File: config.mk
export PLATFORM = sky130hd
export DESIGN_NAME = tsi_i2c_slave
export DESIGN_NICKNAME = d
export VERILOG_FILES = /design/src/logic/tsi_i2c_slave.v /design/src/logic/tsi_sync.v
export VERILOG_INCLUDE_DIRS = /design/src /design/src/logic
export SDC_FILE = /design/constraint.sdc
export NUM_CORES = 1
export LEC_CHECK = 0
export BUFFER_PORTS_ARGS = -buffer_cell sky130_fd_sc_hd__buf_2
export CORE_MARGIN = 2
export CORE_UTILIZATION = 55
export DETAILED_ROUTE_END_ITERATION = 8
export PLACE_DENSITY = 0.87
export SYNTH_ARGS = -nofsm -noshare
export SYNTH_HDL_FRONTEND = slang
export SYNTH_HIERARCHICAL = 1
export SYNTH_SLANG_ARGS = --single-unit
File: constraint.sdc
create_clock -name clock -period 2.35 [get_ports clock]
set_clock_uncertainty 0.15 [all_clocks]
set_input_delay 0.235 -clock clock [delete_from_list [all_inputs] [get_ports clock]]
set_output_delay 0.235 -clock clock [all_outputs]
set_load 0.01 [all_outputs]
File: src/logic/tsi_defs.vh
// constants shared by the touch-sense i2c register access port
`ifndef TSI_DEFS_VH
`define TSI_DEFS_VH
`define TSI_CLK_KHZ          250000
`define TSI_BOOT_WAIT_US     15000
`define TSI_GAP_LIMIT_MS     340
`define TSI_SAVE_TIME_MS     220
`define TSI_ADDR_DEFAULT     7'h37
`define TSI_ADDR_MIN         7'h08
`define TSI_ADDR_MAX         7'h77
`define TSI_SAVE_CMD_REG     8'h86
`define TSI_SAVE_CMD_VAL     8'h02
`define TSI_RO_BASE          8'h80
`endif

File: src/logic/tsi_i2c_slave.v
// i2c target port with auto-incrementing register pointer and nack gating
`timescale 1ns/1ps
`default_nettype none
`include "tsi_defs.vh"
module tsi_i2c_slave #(
	parameter BOOT_CYC  = (`TSI_BOOT_WAIT_US * (`TSI_CLK_KHZ / 1000)),
	parameter GAP_CYC   = (`TSI_GAP_LIMIT_MS * `TSI_CLK_KHZ),
	parameter SAVE_CYC  = (`TSI_SAVE_TIME_MS * `TSI_CLK_KHZ),
	parameter WAKE_CYC  = 64
) (
	// clock and reset
	input  wire       clock,
	input  wire       sys_rst,
	// i2c pins, oe low means drive low
	input  wire       scl_in,
	input  wire       sda_in,
	output wire       sda_out,
	output wire       sda_oe_n,
	// configured slave address
	input  wire [6:0] slave_addr,
	// power state handshake with the core
	input  wire       low_power,
	output reg        wake_req,
	output reg        bus_busy,
	// register file port
	output reg  [7:0] reg_addr,
	output reg  [7:0] reg_wdata,
	output reg        reg_we,
	input  wire [7:0] reg_rdata,
	output reg        save_busy
);
	// *****
	// scl and sda inputs synchronised before use
	// *****
	wire [1:0] pins_s;
	tsi_sync #(.W(2)) u_sync (
		.clock    (clock),
		.sys_rst  (sys_rst),
		.async_in ({scl_in, sda_in}),
		.sync_out (pins_s)
	);
	wire scl_s = pins_s[1];
	wire sda_s = pins_s[0];
	reg  scl_d_r;                  // previous scl
	reg  sda_d_r;                  // previous sda
	wire scl_rise = scl_s & ~scl_d_r;
	wire scl_fall = ~scl_s & scl_d_r;
	wire start_c  = scl_s & scl_d_r & sda_d_r & ~sda_s;
	wire stop_c   = scl_s & scl_d_r & ~sda_d_r & sda_s;

	// states, one-hot
	localparam ST_IDLE = 6'h01;
	localparam ST_ADDR = 6'h02;
	localparam ST_AACK = 6'h04;
	localparam ST_WR   = 6'h08;
	localparam ST_RD   = 6'h10;
	localparam ST_DACK = 6'h20;

	reg [5:0]  st_r;               // protocol state
	reg [3:0]  bit_r;              // bits seen in byte
	reg [7:0]  sh_r;               // shift register
	reg        rnw_r;              // read direction
	reg        have_ptr_r;         // pointer byte received
	reg        drive_r;            // pull sda low
	reg        ack_r;              // ack decided for this slot
	reg        mack_r;             // host acked read byte
	reg [31:0] boot_r;             // boot wait counter
	reg [31:0] gap_r;              // byte gap counter
	reg [31:0] save_r;             // save command counter
	reg [7:0]  wake_r;             // wake-up counter
	reg        nack_first_r;       // nack first active transaction
	reg        ptr_inc_r;          // delayed pointer advance on write
	reg        rd_next_r;          // launch next read byte

	assign sda_out  = 1'b0;
	assign sda_oe_n = ~drive_r;

	wire addr_ok = (slave_addr >= `TSI_ADDR_MIN) && (slave_addr <= `TSI_ADDR_MAX);
	wire [6:0] my_addr = addr_ok ? slave_addr : `TSI_ADDR_DEFAULT;
	wire booting = (boot_r != 32'h0);

	// *****
	// main protocol engine, no stretching ever
	// *****
	always @(posedge clock) begin
		if (sys_rst) begin
			scl_d_r      <= 1'b1;
			sda_d_r      <= 1'b1;
			st_r         <= ST_IDLE;
			bit_r        <= 4'h0;
			sh_r         <= 8'h00;
			rnw_r        <= 1'b0;
			have_ptr_r   <= 1'b0;
			drive_r      <= 1'b0;
			ack_r        <= 1'b0;
			mack_r       <= 1'b0;
			reg_addr     <= 8'h00;
			reg_wdata    <= 8'h00;
			reg_we       <= 1'b0;
			save_busy    <= 1'b0;
			wake_req     <= 1'b0;
			bus_busy     <= 1'b0;
			boot_r       <= BOOT_CYC;
			gap_r        <= 32'h0;
			save_r       <= 32'h0;
			wake_r       <= 8'h00;
			nack_first_r <= 1'b0;
			ptr_inc_r    <= 1'b0;
			rd_next_r    <= 1'b0;
		end else begin
			scl_d_r <= scl_s;
			sda_d_r <= sda_s;
			reg_we  <= 1'b0;
			if (booting)
				boot_r <= boot_r - 32'h1;
			if (save_r != 32'h0)
				save_r <= save_r - 32'h1;
			else
				save_busy <= 1'b0;
			// wake delay then one more nack
			if (wake_r != 8'h0)
				wake_r <= wake_r - 8'h1;
			else
				wake_req <= 1'b0;
			// busy while transfer or scl low
			bus_busy <= (st_r != ST_IDLE) | ~scl_s;
			if (st_r == ST_IDLE || scl_fall)
				gap_r <= 32'h0;
			else if (gap_r >= GAP_CYC[31:0]) begin
				st_r    <= ST_IDLE;
				drive_r <= 1'b0;
			end else
				gap_r <= gap_r + 32'h1;
			if (start_c) begin
				st_r    <= ST_ADDR;
				bit_r   <= 4'h0;
				drive_r <= 1'b0;
			end else if (stop_c) begin
				st_r    <= ST_IDLE;
				drive_r <= 1'b0;
			end else begin
				case (st_r)
				ST_ADDR, ST_WR: begin
					if (scl_rise) begin
						sh_r  <= {sh_r[6:0], sda_s};
						bit_r <= bit_r + 4'h1;
					end
					if (scl_fall && bit_r == 4'h8) begin
						bit_r <= 4'h0;
						if (st_r == ST_ADDR) begin
							if (sh_r[7:1] != my_addr)
								st_r <= ST_IDLE;
							else begin
								rnw_r <= sh_r[0];
								st_r  <= ST_AACK;
								if (booting || save_busy || low_power || wake_req || nack_first_r) begin
									ack_r <= 1'b0;
									if (low_power && !wake_req) begin
										wake_req     <= 1'b1;
										wake_r       <= WAKE_CYC[7:0];
										nack_first_r <= 1'b1;
									end else if (!low_power && !wake_req)
										nack_first_r <= 1'b0;
								end else begin
									ack_r   <= 1'b1;
									drive_r <= 1'b1;
								end
							end
						end else begin
							st_r    <= ST_DACK;
							ack_r   <= 1'b1;
							drive_r <= 1'b1;
							if (!have_ptr_r) begin
								reg_addr   <= sh_r;
								have_ptr_r <= 1'b1;
							end else begin
								if (reg_addr < `TSI_RO_BASE || reg_addr == `TSI_SAVE_CMD_REG) begin
									reg_we    <= 1'b1;
									reg_wdata <= sh_r;
								end
								if (reg_addr == `TSI_SAVE_CMD_REG && sh_r == `TSI_SAVE_CMD_VAL) begin
									save_busy <= 1'b1;
									// load one short so busy lasts exactly SAVE_CYC cycles
									save_r    <= SAVE_CYC[31:0] - 32'h1;
								end
							end
						end
					end
				end
				ST_AACK: begin
					if (scl_fall) begin
						drive_r <= 1'b0;
						if (!ack_r)
							st_r <= ST_IDLE;
						else if (rnw_r) begin
							sh_r    <= reg_rdata;
							drive_r <= ~reg_rdata[7];
							bit_r   <= 4'h1;
							st_r    <= ST_RD;
						end else begin
							have_ptr_r <= 1'b0;
							st_r       <= ST_WR;
						end
					end
				end
				ST_RD: begin
					if (scl_fall) begin
						if (bit_r == 4'h8) begin
							drive_r <= 1'b0;
							st_r    <= ST_DACK;
							bit_r   <= 4'h0;
						end else begin
							drive_r <= ~sh_r[6];
							sh_r    <= {sh_r[6:0], 1'b0};
							bit_r   <= bit_r + 4'h1;
						end
					end
				end
				ST_DACK: begin
					if (rnw_r && scl_rise)
						mack_r <= ~sda_s;
					if (scl_fall) begin
						drive_r <= 1'b0;
						if (!rnw_r)
							st_r <= ST_WR;
						else
							st_r <= ST_IDLE;    // read reload follows via rd_next_r only if the host acked
					end
				end
				default: st_r <= ST_IDLE;
				endcase
			end
			if (st_r == ST_WR && scl_fall && bit_r == 4'h8 && have_ptr_r)
				ptr_inc_r <= 1'b1;
			else
				ptr_inc_r <= 1'b0;
			if (ptr_inc_r)
				reg_addr <= reg_addr + 8'h01;
			if (st_r == ST_DACK && rnw_r && scl_fall)
				reg_addr <= reg_addr + 8'h01;
			if (st_r == ST_DACK && rnw_r && scl_fall && mack_r)
				rd_next_r <= 1'b1;
			else
				rd_next_r <= 1'b0;
			// load next read byte once rdata settles
			if (rd_next_r) begin
				sh_r    <= reg_rdata;
				drive_r <= ~reg_rdata[7];
				bit_r   <= 4'h1;
				st_r    <= ST_RD;
			end
		end
	end
endmodule // tsi_i2c_slave
`default_nettype wire

File: src/logic/tsi_sync.v
// two flip-flop synchroniser for scl and sda, input glitches are not filtered
`timescale 1ns/1ps
`default_nettype none
module tsi_sync #(
	parameter W = 2
) (
	// clock and reset
	input  wire         clock,
	input  wire         sys_rst,
	// raw and synchronised levels
	input  wire [W-1:0] async_in,
	output reg  [W-1:0] sync_out
);
	// first stage, read only by the second
	reg [W-1:0] meta_r;
	// *****
	// two stages, reset to idle-high bus
	// *****
	always @(posedge clock) begin
		if (sys_rst) begin
			meta_r   <= {W{1'b1}};
			sync_out <= {W{1'b1}};
		end else begin
			meta_r   <= async_in;
			sync_out <= meta_r;
		end
	end
endmodule // tsi_sync
`default_nettype wire

=== Yosys cells after proc, flatten, opt, wreduce, memory -nomap -nowiden ===
Cells that the tools add are included.

* Register bits after elaboration: 156
* Input port bits: 20
* Output and inout port bits: 22

* Add/sub/neg operators: 6
* $lt $le $gt $ge: 4
* Equal/unequal tests: 38
* Mux-type cells: 110
* Bitwise operators: 22
* Reductions and logical operators: 46

{| class="wikitable"
|+ Operators with widths
! kind !! number
|-
| 32-bit 2-to-1 mux || 8
|-
| 8-bit 2-to-1 mux || 26
|-
| 32-bit nonzero test || 2
|-
| 32-bit by 1-bit subtractor with 32-bit output (second input constant) || 2
|-
| 1-bit 2-to-1 mux || 48
|-
| 6-bit 2-to-1 mux || 8
|-
| 32-bit by 1-bit adder with 32-bit output (second input constant) || 1
|-
| 32-bit by 27-bit >= comparator with 1-bit output (second input constant) || 1
|-
| 4-bit 2-to-1 mux || 8
|-
| 5-bit 2-to-1 mux || 5
|-
| 6-bit one-hot mux with 4 select lines || 1
|-
| 8-bit one-hot mux with 3 select lines || 1
|-
| 3-bit inequality test (second input constant) || 7
|-
| 7-bit AND reduction || 3
|-
| 2-bit inequality test (second input constant) || 8
|-
| 4-bit inequality test (second input constant) || 4
|-
| 8-bit AND reduction || 2
|-
| 1-bit inverter || 14
|-
| 1-bit logical AND || 12
|-
| 4-bit one-hot mux with 3 select lines || 1
|-
| 6-bit AND reduction || 2
|-
| 3-bit by 1-bit inequality test with 1-bit output (second input constant) || 3
|-
| 9-bit AND reduction || 1
|-
| 3-bit nonzero test || 3
|-
| other kinds (38) || 55
|}

=== Depth between registers and ports, before layout ===
* Depth in word-level cells: 13
* Depth in mapped cells: 10
* Depth with buffers taken out: 8

=== Hierarchy ===
The synthesis kept the hierarchy.

{| class="wikitable"
|+ Modules (own cells, without submodules)
! module !! times used !! cells each !! area each (sq um) !! sequential area each (sq um)
|-
| tsi_i2c_slave || 1 || 921 || 7742.4 || 3042.9
|-
| tsi_sync || 1 || 8 || 105.1 || 80.1
|}

=== Least setup slack after synthesis ===
No wires, ideal clock.

* Kind: register -> register
* Start point: register reg_addr[1]
* End point: register save_r[15]
* Arrival: 2.025 ns
* Required time: 2.072 ns
* Slack: 0.048 ns
* Stages on the path, launching flop included: 8
* Path buffers: 1
* Clock period less this slack: 2.302 ns
* Cell sequence: dfxtp_1 > ha_1 > or4b_2 > nor3b_1 > nand4_1 > nand2_1 > buf_1 > nor2_1

* Longest elaborated chain between the ends: 9

{| class="wikitable"
|+ Ends and longest elaborated chain
! item !! line !! source
|-
| start, declared || tsi_i2c_slave.v:26 || <nowiki>output reg [7:0] reg_addr,</nowiki>
|-
| start signal, assigned || tsi_i2c_slave.v:174 || <nowiki>reg_addr <= sh_r;</nowiki>
|-
| start signal, assigned || tsi_i2c_slave.v:238 || <nowiki>reg_addr <= reg_addr + 8'h01;</nowiki>
|-
| start signal, assigned || tsi_i2c_slave.v:240 || <nowiki>reg_addr <= reg_addr + 8'h01;</nowiki>
|-
| 8-bit == test (no source line) || - ||
|-
| 1-bit logical AND (no source line) || - ||
|-
| 32-bit 2-to-1 mux || tsi_i2c_slave.v:181 || <nowiki>if (reg_addr == `TSI_SAVE_CMD_REG && sh_r == `TSI_SAVE_CMD_VAL) begin</nowiki>
|-
| 32-bit 2-to-1 mux || tsi_i2c_slave.v:173 || <nowiki>if (!have_ptr_r) begin</nowiki>
|-
| 32-bit 2-to-1 mux || tsi_i2c_slave.v:150 || <nowiki>if (st_r == ST_ADDR) begin</nowiki>
|-
| 32-bit 2-to-1 mux || tsi_i2c_slave.v:148 || <nowiki>if (scl_fall && bit_r == 4'h8) begin</nowiki>
|-
| 32-bit 2-to-1 mux || tsi_i2c_slave.v:142 || <nowiki>case (st_r)</nowiki>
|-
| 32-bit 2-to-1 mux || tsi_i2c_slave.v:138 || <nowiki>end else if (stop_c) begin</nowiki>
|-
| 32-bit 2-to-1 mux || tsi_i2c_slave.v:134 || <nowiki>if (start_c) begin</nowiki>
|-
| end signal, assigned || tsi_i2c_slave.v:117 || <nowiki>save_r <= save_r - 32'h1;</nowiki>
|-
| end signal, assigned || tsi_i2c_slave.v:184 || <nowiki>save_r <= SAVE_CYC[31:0] - 32'h1;</nowiki>
|-
| end, declared || tsi_i2c_slave.v:69 || <nowiki>reg [31:0] save_r;</nowiki>
|}

No other way between the ends.
A chain may end at the register's enable or synchronous reset.

=== Worst setup path after layout ===
* Start point: register boot_r[24]
* End point: register boot_r[14]

* Longest elaborated chain between the ends: 1

{| class="wikitable"
|+ Ends and longest elaborated chain
! item !! line !! source
|-
| start, declared || tsi_i2c_slave.v:67 || <nowiki>reg [31:0] boot_r;</nowiki>
|-
| start signal, assigned || tsi_i2c_slave.v:115 || <nowiki>boot_r <= boot_r - 32'h1;</nowiki>
|-
| 32-bit nonzero test || tsi_i2c_slave.v:80 || <nowiki>wire booting = (boot_r != 32'h0);</nowiki>
|}

No other way between the ends.

==> flow_summary.toml <==
[synth]
synth-seq-area-share_pct = 39.8
synth-async-reset-ratio_pct = 0
synth-seq-cells = 156
synth_area_leaders = "dfxtp_1, xor2_1, nor2_1"
synth_warnings = 6
yosys.area.top_type = "dfxtp_1"
synthCells = 929
synth_flop_cell = "dfxtp_1"
ys_types = 75
netlist.area_leader.share_pct = 39.8
syn_nets = 961
syn_avg_cell_area_um2 = 8.45
synth_area_mm2 = 0.00785
synth_edf_count = 0

[timing]
rsz0062_at_grt = "yes"
tightest_slew_ns = 0.669
timing.final.crit_share_pct = 99.8
holdWs_ns = 0.0212
period_minus_slack_ns = 2.35
slew_viol_final = 0
max_freq_mhz = 426
setup_viol_count_final = 0
hold_viol = 0
relSlewSlack_pct = 55.4

[floorplanning]
io_pins = 42
floorplan.initialDensity_pct = 56.3
dieHeight_um = 123
design.die.area_mm2 = 0.0152
rows = 43
die_w_um = 123
coreArea_mm2 = 0.0139

[final_layout]
area_delta_synth_final_pct = 21.2
final_common_cell = "dfxtp_1"
fill_cells = 1013
n_antenna_cell = 0
layout.nets = 1050
stdcell_area_mm2 = 0.00951
fin_util_pct = 68.3
multi_input_area_mm2 = 0.00461
seq_area_mm2 = 0.00313
drive_above_1_share_pct = 19.1
layout_common_cells = "dfxtp_1, nor2_1, nand2_1"

[cts]
htreeDepth = 4
cts-buffers-inserted = 17
clk_latency_ns = 0.43
clockRootBuffer = "clkbuf_16"
cts.clk_slew.worst_paths_ns = 0.07
clock_sinks = 156
clockBufferDepth = 2
cts_tree = "built"

[run_status]
status = "finished, final reports clean"

[power_and_ir_drop]
irDropWorstVdd_mv = 0.631
power.density_mw_per_mm2 = 983
power_mw = 9.35
p_leak_nw = 3.59

[grt]
grt_usage_pct = 27.1
grt_pass1_wl_um = 32700
grt_pass1_vias = 6874
grt_antenna_before_repair = 0
grt_max_degree = 59
grt_overflow = 0

[setup_path]
cp.required_ns = 2.49
crit_arrival_ns = 2.49
max_stage_delay_ns = 0.61
cp_top_family = "simple AND/OR/NAND/NOR gates"
setup.worst_path.end_class = "register"
path_max_fanout = 9
path_buf_inv = 1
cp-start-kind = "register"
critical_path.cell_chain = "or4_4 > nor3_4 > nand4_2 > buf_4 > nand3_1 > xor2_1 > nor2_1"
crit_type = "register to register"
slowest_stage = "or4_4"

[drt]
vias_per_cell = 6.16
drc = 0
drtAntennaViolNets = 0
dr_total_vias = 7455
wl_per_cell_um = 17.8
firstDrtPassIters = 8
drt-total-wl_um = 21600
drtIter0Drc = 658

[worst_hold_path]
hp-class = "input port to register"

[run]
cap_violations = 0

[place]
hpwl_um = 13800
gp_congestion = 1.06
io_buffers = 40
post_dp_cell_area_mm2 = 0.00856
## logic make-up after synthesis
group	count (synthesis)	synth area share, %
and+or+nand+nor	436	30.4
DFF	156	39.8
AOI/OAI and AO/OA	148	12.6
xor gates and xnor gates	88	9.82
buffers and inverters	76	3.89
adders and majority gates	12	1.91
muxes	12	1.53
other	1	0.0478
## registers in the layout, indices dropped and copies added (netlist names), 4 cells and up
name,cells
st_r,6
sh_r,8
reg_wdata,8
gap_r,32
reg_addr,8
bit_r,4
save_r,32
boot_r,32
wake_r,8
## area by class of cell
class	instances	share of cell area, %
tap	180	2.37
sequential	156	32.9
timing repair buffer	114	8.51
multi-input combinational	698	48.4
inverter	31	1.25
clock buffer	18	4.62
clock inverter	14	1.95
## stage by stage
stage / std cells / TNS, ns / setup WS, ns
6_report: 1211 / 0 / 0.00443
3_5_place_dp: 1163 / -0.0579 / -0.0460
2_1_floorplan: 929 / 0 / 0.0478
3_3_place_gp: 1163 / 0 / 0.0366
5_1_grt: 1211 / -0.554 / -0.0801
4_1_cts: 1206 / -0.0247 / -0.0124
## synthesized netlist by cell type, drive strengths merged, types with 13 or more instances
| library cell | instances |
|---|---|
| dfxtp | 156 |
| inv | 31 |
| xnor2 | 27 |
| nand2 | 62 |
| nor4 | 21 |
| or3 | 14 |
| xor2 | 61 |
| nor2 | 130 |
| clkbuf | 33 |
| nor3 | 34 |
| nand4b | 13 |
| nand3 | 43 |
| o21ai | 27 |
| nand4 | 30 |
| and3 | 14 |
| a21oi | 54 |
## routing by layer
metal | vias to the layer above | GRT usage, % | part of all wire, % | wire (um)
met2 | 385 | 45.0 | 49 | 10500
met3 | 82 | 6.50 | 7.0 | 1500
li1 | 3504 | - | - | -
met4 | 0 | 11.9 | 3.5 | 757
met1 | 3484 | 33.3 | 41 | 8810
met5 | - | 0 | 0 | 0
## where the power goes
part | total [mW] | internal [mW] | switching, mW
Clock | 2.88 | 1.72 | 1.16
Sequential | 3.32 | 2.98 | 0.338
Combinational | 3.15 | 1.41 | 1.74
Total | 9.35 | 6.11 | 3.24
## final timing paths
kind | cells after the start | from | endpoint | slack [ns]
worst max-delay path | 7 | boot_r[24] | boot_r[14] | 0.004
worst min-delay path | 3 | reg_rdata[7] | sh_r[7] | 0.02
worst max register to register | 7 | boot_r[24] | boot_r[14] | 0.004
worst min register to register | 1 | u_sync/meta_r[1] | u_sync/sync_out[1] | 0.26
## what timing repair did
item                                    4_1_cts  5_1_grt
pin swaps                                     0        7
buffers inserted                              0        3
gates resized for setup                       2       41
hold buffers                                 11        0
hold endpoints to repair                     13        0
endpoints found under the setup margin        9       95
gates cloned                                  0        2
## worst reg2reg max path: cells and delay by family, from the launching register on
family | cells | cell delay [ns]
xor+xnor | 1 | 0.19
flops | 1 | 0.35
buf+inv | 1 | 0.25
simple gates | 5 | 1.28
No activity file was read; power rests on OpenSTA's default activity.
